### src/design/tlim_pkg.sv
package tlim_pkg;

    // ********************************
    // Widths and register offsets
    // ********************************
    localparam int DATA_W = 8;
    localparam int ADDR_W = 8;
    localparam logic [7:0] OFF_CONFIG = 8'h00;
    localparam logic [7:0] OFF_STATUS = 8'h01;
    localparam logic [7:0] OFF_MASK = 8'h02;
    localparam logic [7:0] OFF_HYST = 8'h03;
    localparam logic [7:0] OFF_LIMIT_FIRST = 8'h04;
    localparam logic [7:0] OFF_LIMIT_LAST = 8'h09;
    localparam logic [7:0] OFF_LOC_TEMP = 8'h0A;
    localparam logic [7:0] OFF_REM_TEMP = 8'h0B;
    localparam logic [7:0] OFF_PINS = 8'h0C;

    // ********************************
    // Limit table slots (offset minus first limit offset)
    // ********************************
    localparam int LIM_LOC_HIGH = 0;
    localparam int LIM_LOC_LOW = 1;
    localparam int LIM_REM_HIGH = 2;
    localparam int LIM_REM_LOW = 3;
    localparam int LIM_LOC_FS = 4;
    localparam int LIM_REM_FS = 5;
    localparam int NUM_LIMITS = 6;

    // ********************************
    // Field positions
    // ********************************
    localparam int CFG_PIN_MODE = 0;
    localparam int CFG_STANDBY = 1;
    localparam int ST_LOC_HIGH = 0;
    localparam int ST_LOC_LOW = 1;
    localparam int ST_OPEN = 2;
    localparam int ST_REM_HIGH = 3;
    localparam int ST_REM_LOW = 4;
    localparam int ST_W = 5;

    // ********************************
    // Values after reset; limits and hysteresis in degrees (one degree per bit)
    // ********************************
    localparam logic [7:0] FAILSAFE_LIMIT_DEGC = 8'h55;
    localparam logic [7:0] HYST_DEGC = 8'h0A;
    localparam logic [7:0] HIGH_LIMIT_RST = 8'h55;
    localparam logic [7:0] LOW_LIMIT_RST = 8'h00;
    localparam logic [7:0] CONFIG_RST = 8'h00;
    localparam logic [4:0] MASK_RST = 5'h00;

    // ********************************
    // Types
    // ********************************
    typedef enum logic {
        TLIM_PIN_ALERT = 1'b0,
        TLIM_PIN_FAILSAFE2 = 1'b1
    } tlim_pinmode_e;

    typedef struct packed {
        logic valid;
        logic [7:0] temp;
    } tlim_result_s;

    typedef struct packed {
        logic wr;
        logic rd;
        logic [7:0] addr;
        logic [7:0] wdata;
    } tlim_regreq_s;

endpackage

### src/design/tlim_alarm.sv
// Notes on behaviour
// Conversion start samples open-diode comparator, sets bit 2
// Open flag drives alarm low in alarm mode
// Alarm maskable; fail-safe output never masked
// Alarm on above high or at/below low
// Release needs alert response, clear condition, clear status
// Fail-safe low when channel above fail-safe limit
// Fail-safe self-releases at limit minus hysteresis
// Fail-safe limits reset to 85 degrees
// Hysteresis resets to 10, freely rewritable
// Hysteresis is unsigned whole degrees
// Shared pin: alarm or second fail-safe
// Second fail-safe trips above high limits, unmasked
// Second fail-safe release lowered by hysteresis
// Either channel asserts each fail-safe output
// Host answers alert, then clears status
// Host sets fail-safe limits at or above high
// Alert response returns own address, low bit one
// Standby limit writes re-check stored temperatures
// Comparisons re-run on each stored result
`timescale 1ns/1ns
`default_nettype none
module tlim_alarm #(
    parameter logic [6:0] DEV_ADDR = 7'h2A // Arbitrary value
) (
    // Clock and reset
    input wire logic clk,
    input wire logic rst,
    // Register port
    input wire tlim_pkg::tlim_regreq_s regReq,
    output logic [7:0] regRdata,
    // Conversion results and conversion start
    input wire tlim_pkg::tlim_result_s locResult,
    input wire tlim_pkg::tlim_result_s remResult,
    input wire logic convStart,
    // Open-diode comparator, asynchronous
    input wire logic openFault,
    // Alert response from the protocol engine
    input wire logic araReq,
    output logic araAck,
    output logic [7:0] araByte,
    // Shared open-drain pin: alarm or second fail-safe
    input wire logic alertPinIn,
    output logic alertPinOut,
    output logic alertPinOe,
    // Fail-safe open-drain pin
    input wire logic failsafeOvertempIn,
    output logic failsafeOvertempOutN,
    output logic failsafeOvertempOe,
    // Interrupt
    output logic irq
);

    // ********************************
    // State
    // ********************************
    typedef struct packed {
        logic [7:0] cfg;
        logic [tlim_pkg::ST_W-1:0] status;
        logic [tlim_pkg::ST_W-1:0] mask;
        logic [7:0] hyst;
        logic [tlim_pkg::NUM_LIMITS-1:0][7:0] limits;
        logic [1:0][7:0] temps;
        logic [tlim_pkg::ST_W-1:0] condNow;
        logic [3:0] trip;
        logic pendEval;
        logic alertActive;
        logic araServed;
        logic irq;
        logic alertOe;
        logic fsOe;
        logic pinLow;
        logic araAck;
        logic [7:0] araByte;
        logic [7:0] rdata;
    } tlim_state_s;

    tlim_state_s cur_r;
    tlim_state_s cur_nxt;
    logic [2:0] pinsSync;
    logic [1:0][7:0] effTemp;
    logic [3:0] tripNxt;
    logic [3:0][7:0] tripLimit;
    logic [3:0][7:0] tripTemp;

    // ********************************
    // Helpers
    // ********************************
    // High and low comparisons for both channels
    function automatic logic [tlim_pkg::ST_W-1:0] limit_flags(
        input logic [1:0][7:0] t,
        input logic [tlim_pkg::NUM_LIMITS-1:0][7:0] lim
    );
        logic [tlim_pkg::ST_W-1:0] f;
        f = '0;
        f[tlim_pkg::ST_LOC_HIGH] = t[0] > lim[tlim_pkg::LIM_LOC_HIGH];
        f[tlim_pkg::ST_LOC_LOW] = t[0] <= lim[tlim_pkg::LIM_LOC_LOW];
        f[tlim_pkg::ST_REM_HIGH] = t[1] > lim[tlim_pkg::LIM_REM_HIGH];
        f[tlim_pkg::ST_REM_LOW] = t[1] <= lim[tlim_pkg::LIM_REM_LOW];
        return f;
    endfunction

    // Limit slot decode, used for write and read
    function automatic logic is_limit(input logic [7:0] a);
        return (a >= tlim_pkg::OFF_LIMIT_FIRST) && (a <= tlim_pkg::OFF_LIMIT_LAST);
    endfunction

    function automatic logic [2:0] limit_slot(input logic [7:0] a);
        logic [7:0] d;
        d = a - tlim_pkg::OFF_LIMIT_FIRST;
        return d[2:0];
    endfunction

    // ********************************
    // Pin and comparator synchronisers
    // ********************************
    tlim_sync #(
        .WIDTH(3)
    ) u_sync (
        .clk(clk),
        .rst(rst),
        .asyncIn({openFault, failsafeOvertempIn, alertPinIn}),
        .syncOut(pinsSync)
    );

    // ********************************
    // Fail-safe comparators with hysteresis
    // ********************************
    // A result arriving this cycle is compared at once
    assign effTemp[0] = locResult.valid ? locResult.temp : cur_r.temps[0];
    assign effTemp[1] = remResult.valid ? remResult.temp : cur_r.temps[1];

    // Slots 0,1 use fail-safe limits; 2,3 use high limits
    assign tripLimit[0] = cur_r.limits[tlim_pkg::LIM_LOC_FS];
    assign tripLimit[1] = cur_r.limits[tlim_pkg::LIM_REM_FS];
    assign tripLimit[2] = cur_r.limits[tlim_pkg::LIM_LOC_HIGH];
    assign tripLimit[3] = cur_r.limits[tlim_pkg::LIM_REM_HIGH];
    assign tripTemp[0] = effTemp[0];
    assign tripTemp[1] = effTemp[1];
    assign tripTemp[2] = effTemp[0];
    assign tripTemp[3] = effTemp[1];

    generate
        for (genvar i = 0; i < 4; i++) begin : g_trip
            tlim_fs_hyst_cmp u_cmp (
                .tripped(cur_r.trip[i]),
                .temp(tripTemp[i]),
                .limit(tripLimit[i]),
                .hyst(cur_r.hyst),
                .tripNxt(tripNxt[i])
            );
        end
    endgenerate

    // ********************************
    // Next state
    // ********************************
    always_comb begin
        logic [tlim_pkg::ST_W-1:0] flags;
        logic [tlim_pkg::ST_W-1:0] unmasked;
        logic evalNow;
        logic alertMode;
        cur_nxt = cur_r;
        flags = '0;
        unmasked = '0;
        evalNow = 1'b0;
        alertMode = cur_r.cfg[tlim_pkg::CFG_PIN_MODE] == tlim_pkg::TLIM_PIN_ALERT;
        cur_nxt.araAck = 1'b0;
        cur_nxt.rdata = 8'h00;
        cur_nxt.pinLow = 1'b0;
        cur_nxt.pendEval = 1'b0;

        // Register writes; status bits clear on writing one
        if (regReq.wr) begin
            if (regReq.addr == tlim_pkg::OFF_CONFIG) begin
                cur_nxt.cfg = regReq.wdata;
            end else if (regReq.addr == tlim_pkg::OFF_STATUS) begin
                cur_nxt.status = cur_r.status & ~regReq.wdata[tlim_pkg::ST_W-1:0];
            end else if (regReq.addr == tlim_pkg::OFF_MASK) begin
                cur_nxt.mask = regReq.wdata[tlim_pkg::ST_W-1:0];
            end else if (regReq.addr == tlim_pkg::OFF_HYST) begin
                cur_nxt.hyst = regReq.wdata; // Any value taken
            end else if (is_limit(regReq.addr)) begin
                cur_nxt.limits[limit_slot(regReq.addr)] = regReq.wdata;
                cur_nxt.pendEval = cur_r.cfg[tlim_pkg::CFG_STANDBY];
            end
        end

        // Register reads; data stands one cycle
        if (regReq.rd) begin
            if (regReq.addr == tlim_pkg::OFF_CONFIG) begin
                cur_nxt.rdata = cur_r.cfg;
            end else if (regReq.addr == tlim_pkg::OFF_STATUS) begin
                cur_nxt.rdata = {3'h0, cur_r.status};
            end else if (regReq.addr == tlim_pkg::OFF_MASK) begin
                cur_nxt.rdata = {3'h0, cur_r.mask};
            end else if (regReq.addr == tlim_pkg::OFF_HYST) begin
                cur_nxt.rdata = cur_r.hyst;
            end else if (is_limit(regReq.addr)) begin
                cur_nxt.rdata = cur_r.limits[limit_slot(regReq.addr)];
            end else if (regReq.addr == tlim_pkg::OFF_LOC_TEMP) begin
                cur_nxt.rdata = cur_r.temps[0];
            end else if (regReq.addr == tlim_pkg::OFF_REM_TEMP) begin
                cur_nxt.rdata = cur_r.temps[1];
            end else if (regReq.addr == tlim_pkg::OFF_PINS) begin
                cur_nxt.rdata = {5'h00, pinsSync};
            end
        end

        // Store results; a standby limit write re-checks next cycle
        cur_nxt.temps = effTemp;
        evalNow = locResult.valid | remResult.valid | cur_r.pendEval;
        if (evalNow) begin
            flags = limit_flags(effTemp, cur_r.limits);
            cur_nxt.condNow[tlim_pkg::ST_W-1:0] = flags | (cur_r.condNow & 5'h04);
            cur_nxt.status = cur_nxt.status | flags; // Set wins over clear
        end

        // Open-diode check at conversion start, skipped in standby
        if (convStart && !cur_r.cfg[tlim_pkg::CFG_STANDBY]) begin
            cur_nxt.condNow[tlim_pkg::ST_OPEN] = pinsSync[2];
            if (pinsSync[2]) begin
                cur_nxt.status[tlim_pkg::ST_OPEN] = 1'b1;
            end
        end

        // Alert response served only while asserted
        if (araReq && cur_r.alertActive) begin
            cur_nxt.araAck = 1'b1;
            cur_nxt.araByte = {DEV_ADDR, 1'b1};
            cur_nxt.araServed = 1'b1;
        end

        // Alarm latch; release needs all three conditions
        unmasked = cur_nxt.status & ~cur_nxt.mask;
        if (alertMode && |unmasked) begin
            cur_nxt.alertActive = 1'b1;
        end else if (cur_r.alertActive && cur_r.araServed && cur_r.status == '0
                     && cur_r.condNow == '0) begin
            cur_nxt.alertActive = 1'b0;
            cur_nxt.araServed = 1'b0;
        end
        cur_nxt.irq = |unmasked;

        // Fail-safe states and pin drive
        cur_nxt.trip = tripNxt;
        cur_nxt.fsOe = tripNxt[0] | tripNxt[1]; // Unmasked
        if (alertMode) begin
            cur_nxt.alertOe = cur_nxt.alertActive;
        end else begin
            cur_nxt.alertOe = tripNxt[2] | tripNxt[3];
        end
    end

    // ********************************
    // Registers
    // ********************************
    always_ff @(posedge clk or posedge rst) begin
        if (rst) begin
            cur_r <= '0;
            cur_r.cfg <= tlim_pkg::CONFIG_RST;
            cur_r.mask <= tlim_pkg::MASK_RST;
            cur_r.hyst <= tlim_pkg::HYST_DEGC;
            cur_r.limits[tlim_pkg::LIM_LOC_HIGH] <= tlim_pkg::HIGH_LIMIT_RST;
            cur_r.limits[tlim_pkg::LIM_LOC_LOW] <= tlim_pkg::LOW_LIMIT_RST;
            cur_r.limits[tlim_pkg::LIM_REM_HIGH] <= tlim_pkg::HIGH_LIMIT_RST;
            cur_r.limits[tlim_pkg::LIM_REM_LOW] <= tlim_pkg::LOW_LIMIT_RST;
            cur_r.limits[tlim_pkg::LIM_LOC_FS] <= tlim_pkg::FAILSAFE_LIMIT_DEGC;
            cur_r.limits[tlim_pkg::LIM_REM_FS] <= tlim_pkg::FAILSAFE_LIMIT_DEGC;
        end else begin
            cur_r <= cur_nxt;
        end
    end

    // ********************************
    // Outputs, all from flops
    // ********************************
    // Open-drain pins only ever pull low; the enable carries the level
    assign regRdata = cur_r.rdata;
    assign araAck = cur_r.araAck;
    assign araByte = cur_r.araByte;
    assign alertPinOut = cur_r.pinLow;
    assign alertPinOe = cur_r.alertOe;
    assign failsafeOvertempOutN = cur_r.pinLow;
    assign failsafeOvertempOe = cur_r.fsOe;
    assign irq = cur_r.irq;

endmodule
`default_nettype wire

### src/design/tlim_fs_hyst_cmp.sv
`timescale 1ns/1ns
`default_nettype none
module tlim_fs_hyst_cmp (
    // Present trip state
    input wire logic tripped,
    // Temperature and thresholds
    input wire logic [7:0] temp,
    input wire logic [7:0] limit,
    input wire logic [7:0] hyst,
    // Next trip state
    output logic tripNxt
);

    logic [7:0] releasePoint;

    // Release point floors at zero so a large hysteresis never wraps
    always_comb begin
        releasePoint = (hyst > limit) ? 8'h00 : 8'(limit - hyst);
        if (temp > limit) begin
            tripNxt = 1'b1;
        end else if (temp <= releasePoint) begin
            tripNxt = 1'b0; // Self release, no host action
        end else begin
            tripNxt = tripped;
        end
    end

endmodule
`default_nettype wire

### src/design/tlim_sync.sv
`timescale 1ns/1ns
`default_nettype none
module tlim_sync #(
    parameter int WIDTH = 1
) (
    // Clock and reset
    input wire logic clk,
    input wire logic rst,
    // Asynchronous levels in, synchronised levels out
    input wire logic [WIDTH-1:0] asyncIn,
    output logic [WIDTH-1:0] syncOut
);

    typedef struct packed {
        logic [WIDTH-1:0] stage1;
        logic [WIDTH-1:0] stage2;
    } tlim_sync_s;

    tlim_sync_s cur_r;
    tlim_sync_s cur_nxt;

    // First stage feeds only the second stage
    always_comb begin
        cur_nxt.stage1 = asyncIn;
        cur_nxt.stage2 = cur_r.stage1;
    end

    // Two flip-flops per bit
    always_ff @(posedge clk or posedge rst) begin
        if (rst) begin
            cur_r <= '0;
        end else begin
            cur_r <= cur_nxt;
        end
    end

    assign syncOut = cur_r.stage2;

endmodule
`default_nettype wire

### config.mk
export PLATFORM = sky130hd
export DESIGN_NAME = tlim_alarm
export DESIGN_NICKNAME = d
export VERILOG_FILES = /design/src/design/tlim_pkg.sv /design/src/design/tlim_alarm.sv /design/src/design/tlim_fs_hyst_cmp.sv /design/src/design/tlim_sync.sv
export SDC_FILE = /design/constraint.sdc
export NUM_CORES = 1
export LEC_CHECK = 0
export ABC_AREA = 1
export BUFFER_PORTS_ARGS = -buffer_cell sky130_fd_sc_hd__buf_2
export CORE_AREA = 2 2 153 155
export DETAILED_ROUTE_END_ITERATION = 16
export DIE_AREA = 0 0 155 157
export GPL_TIMING_DRIVEN = 1
export PLACE_DENSITY = 0.62
export SETUP_SLACK_MARGIN = 0.1
export SLEW_MARGIN = 0
export SYNTH_ARGS = -nofsm -noshare
export SYNTH_HDL_FRONTEND = slang
export SYNTH_SLANG_ARGS = --single-unit
### constraint.sdc
create_clock -name clk -period 6.9 [get_ports clk]
set_input_delay 0 -clock clk [delete_from_list [all_inputs] [get_ports clk]]
set_output_delay 0 -clock clk [all_outputs]
set_load 0.01 [all_outputs]
==> results by group <==
Power
  • Leak: 0.00472 uW
  • Pwr dens: 238 nW/um^2
  • Worst VDD drop: 0.179 mV

Drt
  • Routed Antenna Nets: 0
  • Vias/cell: 5.17
  • Initial DRC count: 650
  • WL final: 26,200 um
  • 1st-pass router iterations: 6
  • Routed len/inst: 17.8 um
  • DR DRC count: 0
  • Vias: 7,596

Yosys
  • Synth Area in Simple Gates: 22.1%
  • Largest family of logic cells by synthesized area: simple AND/OR/NAND/NOR gates
  • Mux cell area share after synthesis: 0%
  • Distinct cells, synth: 41
  • Mapped Area: 8530 um^2
  • FF+latch count, synth: 121
  • Synth Area in XOR/XNOR: 0%
  • Mapped Cells: 1,102
  • YS warnings: 0
  • Post-synth EDFFs: 0
  • Main synth FF type: dfrtp_1
  • Post-synth ARST share: 100%
  • Adder-cell share of the synthesized area: 17.4%
  • Sequential fraction of the synthesis area: 35.8%
  • Avg Inst Size Synth: 7.74 um^2
  • Synth Area in Compound Gates: 14.8%

Timing
  • Worst-Margin Slew: 1240 ps
  • Post-route setup TNS: 0 ps
  • Clock Skew: 14.2 ps
  • F_max: 278 MHz
  • Slew HR: 16.4%
  • Final worst setup slack: 3310 ps
  • Final worst path period need: 3590 ps
  • Max-slew violations: 0
  • Hold WS: 16.3 ps
  • Final setup viols: 0
  • Final period utilization: 52.1%
  • Final hold vios: 0
  • Unrepaired setup endpoints after global routing: no

Floorplan
  • Die Height: 157 um
  • Initial Utilization: 37.9%
  • Num rows: 55
  • Die area: 24,300 um^2
  • CORE AREA: 22,500 um^2
  • Ports: 65
  • Floorplan die width: 155 um

Worst setup path
  • Slowest stage delay, CP: 550 ps
  • Largest delay contributor family on the critical path: simple AND/OR/NAND/NOR gates
  • Worst-path maximum fanout: 7
  • Startpoint types: flop
  • CP arrival: 3910 ps
  • CP Cell Sequence: inv_1 -> ha_1 -> fa_1 -> inv_1 -> nand3_1 -> nand2_1 -> nand2_1 -> nand2_1 -> a21oi_1 -> nor2_1 -> o21ai_0 -> nand2_1 -> nand3_1 -> ha_1 -> a21oi_1 -> o21ai_0 -> nand2_1 -> o211ai_1 -> nand3_1 -> nand2_1 -> nor2_1 -> nand2_1 -> nand2_1 -> inv_1
  • CP Data Required Time: 7210 ps
  • Critical path buffers and inverters: 3
  • CP Capture Type: flop
  • Critical path's most frequent cell: nand2_1
  • Critical path class: flop to flop
  • Critical path's slowest cell: dfstp_2

Final layout
  • N_diodes: 0
  • Share of cells above drive strength 1: 11.9%
  • Register area: 3050 um^2
  • Footprint of the multi-input gates: 4650 um^2
  • Layout area overhead: 14.9%
  • Filler cells: 2,256
  • Design area: 9800 um^2
  • Fin nets: 1,332

Clocking
  • Clock Pin Slew Worst Setup and Hold Paths: 60 ps
  • H-tree levels: 4
  • CTS tree: built
  • Clock latency on the worst-skew pair: 430 ps
  • CTS buffer count: 17
  • Root Driver: clkbuf_16
  • Bufs on Longest Clock Path: 2
  • Clock Sinks: 121

Global route
  • GRT overflow: 0
  • Largest net degree at the start of global routing: 67
  • Antenna violations before repair: 0
  • Global-route wire length before repair: 40,300 um
  • Total GRT Usage: 22.2%
  • Number of global-route vias before repair: 7,221

Run
  • Maxcap violations: 0

Hold path
  • Worst min-delay path class: input port to flop

Status
  • Status: finished clean

Placed design
  • Post-place setup slack: 3340 ps
  • Port Buf Inserts: 58
  • GP Congestion: 0.955
  • Placed cell area: 9070 um^2
  • HPWL Detailed: 20,400 um
through the flow:
stage	total power, uW	instances	util (%)
after global routing	2480	1470	43.6
after CTS	2350	1470	43.6
after global placement	1380	1427	40.3
final	2340	1470	43.6
after floorplan	1210	1107	-
after detailed placement	1390	1427	40.3
layout by cell type (no fill, tap or decap), types with 4 or more instances in the layout:
master and count:
dlygate4sd3_1 12, nand4_1 11, dfstp_2 18, a21oi_1 58, nand3b_1 13, nor2_1 45
nor2_4 4, clkbuf_16 17, conb_1 6, o21ai_0 114, o211ai_1 5, or2_2 15
buf_4 8, dfrtp_1 103, nand3_1 44, o31ai_1 7, nor4_1 4, nand2_1 275
o22ai_1 21, ha_1 112, o221ai_1 4, inv_1 173, buf_2 58, bufinv_16 4
nor3_1 10, fa_1 4
state kept, by name (all words and copies together), names as in the netlist:
signal and cells:
araByte 1, irq 1, u_sync.syncOut 3, araAck 1, cur_r 102, alertPinOe 1
failsafeOvertempOe 1, regRdata 8, u_sync.cur_nxt 3
worst paths after layout:
check	startpoint	end	cells past startpoint	slack, ps
worst max-delay path	cur_r[49]	alertPinOe	24	3310
worst min register to register	u_sync.cur_nxt[2]	u_sync.syncOut[2]	0	350
max in group asynchronous	rst	regRdata[3]	4	5340
min in group asynchronous	rst	cur_r[25]	3	240
worst min-delay path	remResult[1]	cur_r[42]	3	20
worst max register to register	cur_r[49]	alertPinOe	24	3310
worst register-to-register path, delay by kind of cell, from the launching register on:
family / cells / cell delay [ps]
compound gates: 5 / 550
buf+inv: 3 / 220
simple gates: 13 / 1260
fa+ha+maj: 3 / 920
flops: 1 / 550
logic make-up after synthesis:
logic type               after synthesis
flip-flops                           121
buffers and inverters                207
AND/OR/NAND/NOR                      429
other                                  1
AO/OA/AOI/OAI                        228
adder cells (fa/ha/maj)              116
layout make-up:
cell class                 instances  share of cell area [%]
timing repair buffer              78                    4.80
clock buffer                      21                    4.59
clock inverter                    10                    1.70
inverter                         176                    6.76
tap                              285                    3.64
multi-input combinational        779                    47.4
sequential                       121                    31.1
per-layer routing:
metal	vias to the layer above	routed length (um)	track usage, %
met1	3518	11800	29.6
met2	254	12200	36.1
met5	-	0	0
met3	52	1360	3.50
met4	0	874	9.04
li1	3772	-	-
report_power, final:
part	leakage, uW	switching (uW)	internal (uW)
logic	0.00295	379	218
clock network	0.000295	331	614
registers	0.00147	34.8	760
total	0.00472	745	1590
what timing repair did:
| item | 4_1_cts | 5_1_grt |
|---|---|---|
| hold buffers | 12 | 0 |
| hold endpoints to repair | 65 | 0 |
| endpoints found under the setup margin | 0 | 0 |
| gates resized for setup | 0 | 0 |
| setup buffers | 0 | 0 |
Yosys cell counts (all sizes together), types with 2 or more instances:
cell type	number	share of area, %
nand2	280	13
inv	175	7.7
o21ai	117	6.9
ha	112	16
dfrtp	103	30
a21oi	58	3.4
nor2	50	2.7
nand3	44	2.6
o22ai	21	1.5
buf	20	1.8
dfstp	18	5.5
or2	15	1.1
nand3b	13	1.1
nor3	12	0.82
clkbuf	11	0.48
nand4	11	0.81
o31ai	7	0.62
o211ai	5	0.44
fa	4	0.94
nor4	4	0.29
o221ai	4	0.41
a21o	3	0.26
a22oi	3	0.26
a211oi	2	0.18
o2111ai	2	0.21
o21a	2	0.18
Power figures use the tool's default switching activity.
